## config.mk

```make
export PLATFORM = sky130hd
export DESIGN_NAME = agop_top
export DESIGN_NICKNAME = d
export VERILOG_FILES = /design/src/logic/agop_pkg.sv /design/src/logic/agop_top.sv
export VERILOG_INCLUDE_DIRS = /design/src /design/src/logic
export SDC_FILE = /design/constraint.sdc
export NUM_CORES = 2
export LEC_CHECK = 0
export BUFFER_PORTS_ARGS = -buffer_cell sky130_fd_sc_hd__buf_2
export CELL_PAD_IN_SITES_DETAIL_PLACEMENT = 2
export CELL_PAD_IN_SITES_GLOBAL_PLACEMENT = 2
export CORE_MARGIN = 5
export CORE_UTILIZATION = 30
export DETAILED_ROUTE_END_ITERATION = 10
export PLACE_DENSITY = 0.7
export RECOVER_POWER = 100
export SYNTH_ARGS = -nofsm -noshare
export SYNTH_HDL_FRONTEND = slang
export SYNTH_SLANG_ARGS = --single-unit
export TNS_END_PERCENT = 50
```

## constraint.sdc

```tcl
create_clock -name i_core_clk -period 15.2 [get_ports i_core_clk]
set_input_delay 0.76 -clock i_core_clk [delete_from_list [all_inputs] [get_ports i_core_clk]]
set_output_delay 0.76 -clock i_core_clk [all_outputs]
set_load 0.005 [all_outputs]
```

## src/logic/agop_consts.svh

```systemverilog
// constants of the gain, offset and output path: offsets, fields, timing
// assumes a 25 MHz sampling clock and a 32-bit avalon-mm register slave
`ifndef AGOP_CONSTS_SVH
`define AGOP_CONSTS_SVH

// ----------------------------------------
// register map (byte addresses)
// ----------------------------------------
`define AGOP_REG_CTRL 4'h0
`define AGOP_REG_EST_A 4'h4
`define AGOP_REG_EST_B 4'h8
`define AGOP_CTRL_RESET 32'h0000_0000

// ----------------------------------------
// control fields
// ----------------------------------------
`define AGOP_F_MODE1 0
`define AGOP_F_MODE2 1
`define AGOP_F_GAIN_LO 4
`define AGOP_F_GAIN_HI 7
`define AGOP_F_DC_ON 8
`define AGOP_F_DC_HOLD 9
`define AGOP_F_CMOS 10
`define AGOP_F_TAU_LO 12
`define AGOP_F_TAU_HI 15

// ----------------------------------------
// gain, offset and loop figures
// ----------------------------------------
`define AGOP_GAIN_MAX_STEP 4'hc
`define AGOP_GAIN_FRAC 14
`define AGOP_TAU_MAX_CODE 4'hb
`define AGOP_TAU_BASE_LOG2 20
`define AGOP_DC_LIMIT_MV 10
`define AGOP_FS_MV 2000
`define AGOP_CODES 2048
`define AGOP_DC_LIMIT_LSB (`AGOP_DC_LIMIT_MV * `AGOP_CODES / `AGOP_FS_MV)

`endif

```

## src/logic/agop_pkg.sv

```systemverilog
// types shared by the gain, offset and output path
// assumes the constants header is included where figures are needed
`default_nettype none
package agop_pkg;
	typedef logic signed [10:0] agop_sample_t;
	typedef enum logic {AGOP_LVDS, AGOP_CMOS} agop_iface_t;
endpackage
`default_nettype wire

```

## src/logic/agop_top.sv

```systemverilog
// gain, dc offset loop, sample fifo and ddr lvds / cmos output formatter
// assumes samples arrive on the core clock and the link clock is asynchronous
`timescale 1ns/1ps
`default_nettype none
`include "agop_consts.svh"

// ----------------------------------------
// sample fifo
// ----------------------------------------
module agop_fifo #(
	parameter int WIDTH = 22,
	parameter int DEPTH = 16
) (
	input wire logic i_core_clk,
	input wire logic i_rst_b,
	input wire logic i_in_valid,
	output logic o_in_ready,
	input wire logic [WIDTH-1:0] i_in_data,
	output logic o_out_valid,
	input wire logic i_out_ready,
	output logic [WIDTH-1:0] o_out_data
);
	localparam int AW = $clog2(DEPTH);
	logic [WIDTH-1:0] mem [DEPTH];
	logic [AW:0] wr_ptr;
	logic [AW:0] rd_ptr;
	logic full;
	logic empty;

	assign empty = (wr_ptr == rd_ptr);
	assign full = (wr_ptr[AW] != rd_ptr[AW]) &&
		(wr_ptr[AW-1:0] == rd_ptr[AW-1:0]);
	assign o_in_ready = !full;
	assign o_out_valid = !empty;
	assign o_out_data = mem[rd_ptr[AW-1:0]];

	always_ff @(posedge i_core_clk) begin
		if (i_in_valid && !full) begin
			mem[wr_ptr[AW-1:0]] <= i_in_data;
		end
	end

	always_ff @(posedge i_core_clk or negedge i_rst_b) begin
		if (!i_rst_b) begin
			wr_ptr <= '0;
			rd_ptr <= '0;
		end else begin
			if (i_in_valid && !full) begin
				wr_ptr <= wr_ptr + 1'b1;
			end
			if (i_out_ready && !empty) begin
				rd_ptr <= rd_ptr + 1'b1;
			end
		end
	end
endmodule

// ----------------------------------------
// top
// ----------------------------------------
module agop_top #(
	parameter int FIFO_DEPTH = 16
) (
	input wire logic i_core_clk,
	input wire logic i_rst_b,
	input wire logic [3:0] i_avs_address,
	input wire logic i_avs_read,
	input wire logic i_avs_write,
	input wire logic [31:0] i_avs_writedata,
	input wire logic [3:0] i_avs_byteenable,
	output logic [31:0] o_avs_readdata,
	output logic o_avs_waitrequest,
	input wire logic i_samp_valid,
	output logic o_samp_ready,
	input wire logic [10:0] i_samp_a,
	input wire logic [10:0] i_samp_b,
	input wire logic i_link_clk,
	output logic o_out_clk,
	output logic [5:0] o_lvds_a,
	output logic [5:0] o_lvds_b,
	output logic [10:0] o_cmos_a,
	output logic [10:0] o_cmos_b
);
	localparam int ACC_W = 44;

	logic [31:0] ctrl;
	logic ack;
	logic digital_on;
	logic gain_on;
	logic dc_on;
	logic [3:0] gain_step;
	logic [3:0] tau_code;
	logic [5:0] tau_shift;
	logic signed [ACC_W-1:0] acc_a;
	logic signed [ACC_W-1:0] acc_b;
	logic signed [10:0] est_a;
	logic signed [10:0] est_b;
	logic [21:0] fifo_in;
	logic [21:0] fifo_out;
	logic fifo_valid;
	logic pop;
	logic link_s1;
	logic link_s2;
	logic link_s3;
	logic link_rise;
	logic link_fall;
	logic [21:0] hold;
	agop_pkg::agop_iface_t iface;

	// ----------------------------------------
	// helpers
	// ----------------------------------------
	// 10^(step/40) in q2.14; last step is exactly 2 so 6 dB halves full scale
	function automatic logic [16:0] gain_factor(input logic [3:0] step);
		logic [16:0] f;
		f = 17'h04000;
		unique case (step)
			4'h0: f = 17'h04000;
			4'h1: f = 17'h043cb;
			4'h2: f = 17'h047cf;
			4'h3: f = 17'h04c10;
			4'h4: f = 17'h05092;
			4'h5: f = 17'h05558;
			4'h6: f = 17'h05a67;
			4'h7: f = 17'h05fc2;
			4'h8: f = 17'h0656f;
			4'h9: f = 17'h06b72;
			4'ha: f = 17'h071cf;
			4'hb: f = 17'h0788e;
			default: f = 17'h08000;
		endcase
		return f;
	endfunction

	function automatic logic [10:0] sat11(input logic signed [31:0] v);
		if (v > 32'sd1023) begin
			return 11'h3ff;
		end else if (v < -32'sd1024) begin
			return 11'h400;
		end
		return v[10:0];
	endfunction

	// offset estimate, clamped to the correctable range
	function automatic logic signed [10:0] estimate(
		input logic signed [ACC_W-1:0] acc, input logic [5:0] sh);
		logic signed [ACC_W-1:0] e;
		e = acc >>> sh;
		if (e > ACC_W'(`AGOP_DC_LIMIT_LSB)) begin
			e = ACC_W'(`AGOP_DC_LIMIT_LSB);
		end else if (e < -ACC_W'(`AGOP_DC_LIMIT_LSB)) begin
			e = -ACC_W'(`AGOP_DC_LIMIT_LSB);
		end
		return e[10:0];
	endfunction

	function automatic logic [10:0] correct_scale(
		input logic signed [10:0] x,
		input logic signed [10:0] est);
		logic signed [31:0] c;
		logic signed [31:0] p;
		c = 32'(x) - (dc_on ? 32'(est) : 32'sd0);
		p = c * $signed({15'h0, gain_on ? gain_factor(gain_step) :
			17'h04000});
		return sat11(p >>> `AGOP_GAIN_FRAC);
	endfunction

	function automatic logic [5:0] pick(input logic [10:0] v,
		input logic odd);
		logic [11:0] w;
		logic [5:0] r;
		w = {1'b0, v};
		r = '0;
		for (int i = 0; i < 6; i++) begin
			r[i] = w[2*i + int'(odd)];
		end
		return r;
	endfunction

	// ----------------------------------------
	// register slave
	// ----------------------------------------
	assign o_avs_waitrequest = (i_avs_read || i_avs_write) && !ack;

	always_ff @(posedge i_core_clk or negedge i_rst_b) begin
		if (!i_rst_b) begin
			ack <= 1'b0;
		end else begin
			ack <= (i_avs_read || i_avs_write) && !ack;
		end
	end

	always_ff @(posedge i_core_clk or negedge i_rst_b) begin
		if (!i_rst_b) begin
			ctrl <= `AGOP_CTRL_RESET;
		end else if (i_avs_write && !ack &&
			i_avs_address == `AGOP_REG_CTRL) begin
			for (int i = 0; i < 4; i++) begin
				if (i_avs_byteenable[i]) begin
					ctrl[8*i +: 8] <= i_avs_writedata[8*i +: 8];
				end
			end
		end
	end

	always_ff @(posedge i_core_clk or negedge i_rst_b) begin
		if (!i_rst_b) begin
			o_avs_readdata <= '0;
		end else if (i_avs_read && !ack) begin
			unique case (i_avs_address)
				`AGOP_REG_CTRL: o_avs_readdata <= ctrl;
				`AGOP_REG_EST_A: o_avs_readdata <= 32'(est_a);
				`AGOP_REG_EST_B: o_avs_readdata <= 32'(est_b);
				default: o_avs_readdata <= '0;
			endcase
		end
	end

	// ----------------------------------------
	// control decode
	// ----------------------------------------
	// mode bits gate both
	assign digital_on = ctrl[`AGOP_F_MODE1] && ctrl[`AGOP_F_MODE2];
	assign gain_on = digital_on;
	assign gain_step = (ctrl[`AGOP_F_GAIN_HI:`AGOP_F_GAIN_LO] >
		`AGOP_GAIN_MAX_STEP) ? `AGOP_GAIN_MAX_STEP :
		ctrl[`AGOP_F_GAIN_HI:`AGOP_F_GAIN_LO];
	assign dc_on = digital_on && ctrl[`AGOP_F_DC_ON];
	assign tau_code = (ctrl[`AGOP_F_TAU_HI:`AGOP_F_TAU_LO] >
		`AGOP_TAU_MAX_CODE) ? `AGOP_TAU_MAX_CODE :
		ctrl[`AGOP_F_TAU_HI:`AGOP_F_TAU_LO];
	assign tau_shift = 6'(`AGOP_TAU_BASE_LOG2) + {2'b00, tau_code};
	assign iface = ctrl[`AGOP_F_CMOS] ? agop_pkg::AGOP_CMOS :
		agop_pkg::AGOP_LVDS;

	// ----------------------------------------
	// offset loop
	// ----------------------------------------
	assign est_a = estimate(acc_a, tau_shift);
	assign est_b = estimate(acc_b, tau_shift);

	// first-order loop: acc tracks mean input scaled by 2^shift
	always_ff @(posedge i_core_clk or negedge i_rst_b) begin
		if (!i_rst_b) begin
			acc_a <= '0;
			acc_b <= '0;
		end else if (!dc_on) begin
			acc_a <= '0;
			acc_b <= '0;
		end else if (i_samp_valid && !ctrl[`AGOP_F_DC_HOLD]) begin
			acc_a <= acc_a + ACC_W'($signed(i_samp_a)) -
				(acc_a >>> tau_shift);
			acc_b <= acc_b + ACC_W'($signed(i_samp_b)) -
				(acc_b >>> tau_shift);
		end
	end

	// ----------------------------------------
	// datapath into fifo
	// ----------------------------------------
	// correct, scale, saturate
	// a process, not an assign, so control changes alone re-evaluate it
	always_comb begin
		fifo_in = {correct_scale($signed(i_samp_b), est_b),
			correct_scale($signed(i_samp_a), est_a)};
	end

	// a full fifo stalls the converter core
	agop_fifo #(
		.WIDTH(22),
		.DEPTH(FIFO_DEPTH)
	) u_fifo (
		.i_core_clk(i_core_clk),
		.i_rst_b(i_rst_b),
		.i_in_valid(i_samp_valid),
		.o_in_ready(o_samp_ready),
		.i_in_data(fifo_in),
		.o_out_valid(fifo_valid),
		.i_out_ready(pop),
		.o_out_data(fifo_out)
	);

	// ----------------------------------------
	// link clock edges
	// ----------------------------------------
	always_ff @(posedge i_core_clk or negedge i_rst_b) begin
		if (!i_rst_b) begin
			link_s1 <= 1'b0;
			link_s2 <= 1'b0;
			link_s3 <= 1'b0;
		end else begin
			link_s1 <= i_link_clk;
			link_s2 <= link_s1;
			link_s3 <= link_s2;
		end
	end

	assign link_rise = link_s2 && !link_s3;
	assign link_fall = !link_s2 && link_s3;
	assign pop = link_rise;

	// ----------------------------------------
	// output formatter
	// ----------------------------------------
	// an empty fifo repeats the last sample rather than stalling the clock
	always_ff @(posedge i_core_clk or negedge i_rst_b) begin
		if (!i_rst_b) begin
			hold <= '0;
		end else if (link_rise && fifo_valid) begin
			hold <= fifo_out;
		end
	end

	always_ff @(posedge i_core_clk or negedge i_rst_b) begin
		if (!i_rst_b) begin
			o_out_clk <= 1'b0;
		end else if (link_rise) begin
			o_out_clk <= 1'b0;
		end else if (link_fall) begin
			o_out_clk <= 1'b1;
		end
	end

	// cmos data change while the output clock falls, stable at its rise
	always_ff @(posedge i_core_clk or negedge i_rst_b) begin
		if (!i_rst_b) begin
			o_cmos_a <= '0;
			o_cmos_b <= '0;
		end else if (iface != agop_pkg::AGOP_CMOS) begin
			o_cmos_a <= '0;
			o_cmos_b <= '0;
		end else if (link_rise && fifo_valid) begin
			o_cmos_a <= fifo_out[10:0];
			o_cmos_b <= fifo_out[21:11];
		end
	end

	always_ff @(posedge i_core_clk or negedge i_rst_b) begin
		if (!i_rst_b) begin
			o_lvds_a <= '0;
			o_lvds_b <= '0;
		end else if (iface != agop_pkg::AGOP_LVDS) begin
			o_lvds_a <= '0;
			o_lvds_b <= '0;
		end else if (link_rise) begin
			o_lvds_a <= pick(fifo_valid ? fifo_out[10:0] : hold[10:0], 1'b0);
			o_lvds_b <= pick(fifo_valid ? fifo_out[21:11] : hold[21:11],
				1'b0);
		end else if (link_fall) begin
			o_lvds_a <= pick(hold[10:0], 1'b1);
			o_lvds_b <= pick(hold[21:11], 1'b1);
		end
	end
endmodule

`default_nettype wire

```

# --- After elaboration in Yosys (flattened, before gate mapping) ---
# Memory sizes are Yosys's and may differ from the RTL's.
# Index checks and enable logic that the tools add are counted.
word_totals:
  register_bits: 223
  ramBits: 352
  rom_bits: 512
  inputBits: 68
  word_cells: 120
  n_memories: 3
classes:
  n_addsub: 9
  mul: 2
  order_cmp: 10
  eq_ne: 7
  shifts: 2
  muxes: 42
  reduce_logical: 26
memory_table:
  columns: ["name", "words", "word_bits", "rd", "rd_ports_with_merged_regs", "write_ports", "line", "source"]
  rows:
  - ["u_fifo.mem", 16, 22, 1, 0, 1, "agop_top.sv:24", "logic [WIDTH-1:0] mem [DEPTH];"]
  - ["(no name shown)", 16, 16, 1, 0, 0, "agop_top.sv:117", "unique case (step)"]
  - ["(no name shown)", 16, 16, 1, 0, 0, "agop_top.sv:117", null]
ops:
  columns: ["op", "n"]
  rows:
  - ["2-to-1 mux 11 bit", 16]
  - ["2-to-1 mux 44 bit", 4]
  - ["case mux 32 bit (3 select lines)", 1]
  - ["adder 44 x 11 -> 44 bit", 2]
  - ["greater-than comparator 44 x 5 -> 1 bit (second input constant)", 2]
  - ["< comparator 44 x 5 -> 1 bit (second input constant)", 2]
  - [">>> shifter 44 x 6 -> 44 bit", 2]
  - ["subtractor 44 bit", 2]
  - ["multiplier 32 x 18 -> 32 bit", 2]
  - ["2-to-1 mux 32 bit", 2]
  - ["subtractor 11 x 32 -> 32 bit", 2]
  - ["greater-than comparator 18 x 11 -> 1 bit (second input constant)", 2]
  - ["< comparator 18 x 11 -> 1 bit (second input constant)", 2]
  - ["2-to-1 mux 6 bit", 6]
  - ["2-to-1 mux 17 bit", 2]
  - ["logical AND 1 bit", 12]
  - ["adder 5 x 1 -> 5 bit (second input constant)", 2]
  - ["2-to-1 mux 1 bit", 9]
  - ["greater-than comparator 4 bit (second input constant)", 2]
  - ["2-to-1 mux 4 bit", 2]
  - ["AND reduction 2 bit", 4]
  - ["adder 5 x 4 -> 6 bit (first input constant)", 1]
  - ["zero test 1 bit", 6]
  - ["== test 5 bit", 1]
  - ["9 further kinds", 10]

# --- Depth between registers and ports, before layout ---
depth:
  ltp_word: 14
  ltp_mapped: 49
  mapped_depth_nobuf: 45

# --- By module ---
# Synthesis repeated with hierarchy kept, for this count alone.
hier_totals:
  cells_unflattened: 5662
  hier_area_um2: 56792.0
by_module_without_submodules:
  columns: ["mod", "instances", "cells_per_inst", "area_each_um2"]
  rows:
  - ["agop_top", 1, 5042, 42914.9]
  - ["agop_fifo", 1, 620, 13877.1]

# --- Worst setup path before layout ---
# OpenSTA, ideal clock, no wires.
synth_timing:
  kind: "flip-flop to flip-flop"
  start: "register ctrl[15]"
  end: "memory u_fifo.mem[0][0] (data pin)"
  setup_ns: 0.200
  t_arrival_ns: 11.354
  t_required_ns: 15.000
  slack_ns: 3.645
  stages_incl_launch_ff: 49
  path_buffers: 4
  synth_period_minus_slack_ns: 11.555
  cell_sequence: "dfrtp_1 -> buf_2 -> a21oi_4 -> buf_2 -> buf_2 -> mux4_2 -> nor2_1 -> o21ai_0 -> o21ai_0 -> o21ai_0 -> and3_1 -> a31oi_1 -> o21bai_2 -> nor3b_1 -> ha_1 -> fa_1 -> nand3b_1 -> a21boi_0 -> [... 13 more ...] -> inv_1 -> fa_1 -> inv_1 -> fa_1 -> inv_1 -> fa_1 -> inv_1 -> ha_1 -> a21oi_1 -> and3_1 -> a211oi_1 -> nor3_1 -> nor3_1 -> o211ai_1 -> nand2_1 -> mux2_2 -> o31ai_1 -> a21o_1"
synth_between:
  elab_chain_cells: 14
  word_cells_on_any_way: 17
  classes_between: "add/sub (2); mul (1); order compare (5); shift (1); mux (8)"
synth_lines:
  columns: ["item", "line", "source"]
  rows:
  - ["start, declared", "agop_top.sv:86", "logic [31:0] ctrl;"]
  - ["start signal, assigned", "agop_top.sv:195", "ctrl <= `AGOP_CTRL_RESET;"]
  - ["start signal, assigned by index", "agop_top.sv:200", "ctrl[8*i +: 8] <= i_avs_writedata[8*i +: 8];"]
  - ["greater-than comparator 4 bit (no line)", null, null]
  - ["2-to-1 mux 4 bit (*)", "agop_top.sv:229", "assign tau_code = (ctrl[`AGOP_F_TAU_HI:`AGOP_F_TAU_LO] >"]
  - ["adder 5 x 4 -> 6 bit (*)", "agop_top.sv:232", "assign tau_shift = 6'(`AGOP_TAU_BASE_LOG2) + {2'b00, tau_code};"]
  - [">>> shifter 44 x 6 -> 44 bit (*)", "agop_top.sv:148", "e = acc >>> sh;"]
  - ["< comparator 44 x 5 -> 1 bit", "agop_top.sv:151", "end else if (e < -ACC_W'(`AGOP_DC_LIMIT_LSB)) begin"]
  - ["2-to-1 mux 11 bit", "agop_top.sv:151", null]
  - ["2-to-1 mux 11 bit (*)", "agop_top.sv:149", "if (e > ACC_W'(`AGOP_DC_LIMIT_LSB)) begin"]
  - ["2-to-1 mux 32 bit (*)", "agop_top.sv:162", "c = 32'(x) - (dc_on ? 32'(est) : 32'sd0);"]
  - ["subtractor 11 x 32 -> 32 bit (*)", "agop_top.sv:162", null]
  - ["multiplier 32 x 18 -> 32 bit (*)", "agop_top.sv:163", "p = c * $signed({15'h0, gain_on ? gain_factor(gain_step) :"]
  - ["< comparator 18 x 11 -> 1 bit", "agop_top.sv:138", "end else if (v < -32'sd1024) begin"]
  - ["2-to-1 mux 1 bit", "agop_top.sv:138", null]
  - ["2-to-1 mux 1 bit", "agop_top.sv:136", "if (v > 32'sd1023) begin"]
  - ["2-to-1 mux 11 bit (*)", "agop_top.sv:141", "return v[10:0];"]
  - ["named net fifo_in[0]", "agop_top.sv:98", "logic [21:0] fifo_in;"]
  - ["end, declared", "agop_top.sv:24", null]
# Mark *: on every way through the listed nets, which the timed path passes. The rest lies on a longest branch.

# --- Worst setup path in the final report ---
layout_timing:
  start: "register ctrl[14]"
  end: "memory u_fifo.mem[0][3] (data pin)"
# The elaborated chain is that of the path after synthesis.

==> out/metrics.cfg <==
[logic_synthesis]
synthXorXnorAreaFrac_pct=2.95
ys_ff_latch=575
synth_top_family_by_area=adder cells
postSynth.asyncResetShare_pct=38.8
synthSimpleGateAreaFrac_pct=12.0
synth-edff-count=352
synthCells=5573
yosys_warnings=0
avgSynthCellArea_um2=10.1
synth_compound_area_share_pct=8.87
synthFlopType=edfxtp_1
yosys.cell_types.count=90
synth_nets=6629
synth_mux_area_share_pct=7.05
synth_fa_ha_area_share_pct=31.5
synth_area_mm2=0.0561
ys_seq_area_share_pct=28.8

[layout]
final_cell_area_mm2=0.0619
layout_common_cells=inv_1, fa_1, nand2_1
nets=6699
final_common_cell=inv_1
fillers=20200
area_delta_synth_final_pct=10.4
drive_gt1_share_pct=9.18

[global_routing]
grt_pass1_wl_um=301000
grt_max_degree=110
grt_antenna_before_repair=7
grt_usage_pct=19.8
grt_overflow=0
grt_pass1_vias=47600

[power]
internal-power_mw=3.86
p_sw_share_pct=38.2
power_density_mw_per_mm2=101
combPwrFrac_pct=40.2
ir_drop_v=0.000104
p_seq_share_pct=33.9
p_sw_mw=2.39
power_frac_clock_pct=25.9
leakagePower_nw=26.7

[worst_hold_path]
hp-class=primary input to register

[run_status]
status=complete, but fails checks
violations=max-capacitance violations, max-slew violations

[setup_path]
crit_top_cell=fa_1
max_stage_delay_ns=0.78
crit_fanout=29
arrival_ns=14.53
worst_setup_path_start_kind=register
cp.required_ns=15.50
path_class=register to register
cp-end-kind=register
cp_slowest_cell=a21oi_4

[sta]
relSlewSlack_pct=-344
finalCritPeriodShare_pct=93.6
min_period_ns=14.22
fin_worst_skew_ns=0.0252
setup-tns-final_ns=0
hold_violations=0
drv_slew=756
finalSetupViolations=0
rsz0062_at_grt=false
worstMarginPinSlew_ns=6.66
fmax_mhz=70.3

[clock_tree]
h-tree-depth=3
cts.path.max_buffers=3
clk_pin_slew_ns=0.06
cts_root_buffer=clkbuf_16
cts-hold-fix-buffers=0
cts_tree=built
ctsResizeCount=0
postCtsSetupBuffers=0
clkLatencyLatePin_ns=0.66
cts_inserted_buffers=67
cts_sinks=575

[floorplan]
start_util_pct=30.2
dieArea_mm2=0.196
rows=158
die_w_um=442
pin_count=137
coreArea_mm2=0.186
dieHeight_um=442

[place]
dp_hpwl_um=150000
dpl-instance-area_mm2=0.0600
gp_congestion=0.823
port_buffers=136

[detailed_routing]
wl_um=196000
wl_per_cell_um=23.9
drtIter0Drc=2180
num_vias=41200
ant_nets=0
route.detailed.drc=0
via_per_inst=5.03
drt_pass1_iterations=5

[flow_run]
maxCapViolations=23

-- stage by stage --
| step | util (%) | total power [mW] | hold WS, ns | cells | worst slack, ns |
|---|---|---|---|---|---|
| after global placement | 32.3 | 4.53 | 0.336 | 8054 | 1.40 |
| after detailed placement | 32.3 | 4.67 | 0.341 | 8054 | 0.970 |
| after global routing | 33.4 | 6.62 | 0.194 | 8194 | 0.0454 |
| final | 33.4 | 6.25 | 0.227 | 8196 | 0.975 |
| after CTS | 33.5 | 6.33 | 0.0414 | 8177 | 0.872 |
| after floorplan | - | 3.76 | 0.331 | 5573 | 3.65 |
-- power by group through the flow --
stage	combinational [mW]	clock, mW	sequential, mW
after floorplan	1.71	0	2.05
after global placement	2.41	0	2.12
after detailed placement	2.53	0	2.15
after CTS	2.54	1.67	2.12
after global routing	2.75	1.74	2.14
final	2.51	1.62	2.12
-- sequential cells by signal, indices dropped and copies added, names as in the netlist --
name and flops:
ctrl 32, ack 1, link_s3 1, acc_b 44, acc_a 44, u_fifo.mem 352, u_fifo.rd_ptr 5, hold 22
o_cmos_b 11, o_avs_readdata 32, link_s1 1, o_lvds_b 6, o_lvds_a 6, o_cmos_a 11, link_s2 1, o_out_clk 1
u_fifo.wr_ptr 5
-- cells by family after synthesis --
group	after synthesis
muxes	209
adders and majority gates	988
DFF	575
xor gates and xnor gates	183
and+or+nand+nor	1536
buffers and inverters	1305
AOI/OAI and AO/OA	777
-- cell usage after synthesis, types with 29 or more instances --
library cell	instances	area, um^2
inv_1	1057	3970
fa_1	706	14100
nand2_1	621	2330
nor2_1	526	1970
edfxtp_1	352	10600
ha_1	282	3530
a21oi_1	272	1360
dfrtp_1	223	5580
clkbuf_1	187	702
mux4_2	145	3270
o21ai_0	138	691
xnor2_1	126	1100
nand2b_1	110	688
a21o_1	94	706
xor2_1	52	455
nand3_1	42	210
nor3_1	39	195
buf_1	38	143
mux2_2	37	417
nor2b_1	34	213
a211oi_1	32	240
a221oi_1	29	254
and2_1	29	181
-- area by class of cell --
| type | count | area (um^2) | area share (%) |
|---|---|---|---|
| flip-flops and latches | 575 | 16200 | 26.1 |
| clock inverters | 30 | 263 | 0.424 |
| well taps | 2480 | 3100 | 5.01 |
| repair buffers | 249 | 1370 | 2.20 |
| diodes | 19 | 47.5 | 0.0768 |
| clock buffers | 93 | 1900 | 3.06 |
| multi-input cells | 3693 | 35100 | 56.7 |
| inverters | 1057 | 3970 | 6.41 |
-- metal layers --
metal | up-vias | share of wire [%] | global-route usage, %
met5 | - | 0 | 0
met4 | 0 | 3.3 | 5.85
met3 | 225 | 2.9 | 1.80
met2 | 722 | 51 | 35.9
met1 | 22100 | 43 | 25.2
li1 | 18200 | - | -
-- worst max-delay path: cells and delay by family (launching register included) --
kind | cells | cell delay (ns)
adder cells (fa/ha/maj) | 9 | 4.35
AO/OA/AOI/OAI | 13 | 3.04
AND/OR/NAND/NOR | 10 | 2.64
buffers and inverters | 11 | 1.45
multiplexers | 4 | 1.10
XOR/XNOR | 1 | 0.74
flip-flops | 1 | 0.54
-- worst paths after layout --
check	endpoint	startpoint	slack, ns	cells past startpoint
max in group asynchronous	ctrl[15]$_DFFE_PN0P_	i_rst_b	3.08	3
min in group asynchronous	o_cmos_a[10]$_DFFE_PN0P_	i_rst_b	1.50	1
setup reg to reg	u_fifo.mem[0][3]$_DFFE_PP_	ctrl[14]$_DFFE_PN0P_	0.98	48
hold / removal	link_s1$_DFF_PN0_	i_link_clk	0.23	1
setup / recovery	u_fifo.mem[0][3]$_DFFE_PP_	ctrl[14]$_DFFE_PN0P_	0.98	48
hold reg to reg	link_s2$_DFF_PN0_	link_s1$_DFF_PN0_	0.36	0
No activity file was read; power rests on OpenSTA's default activity.
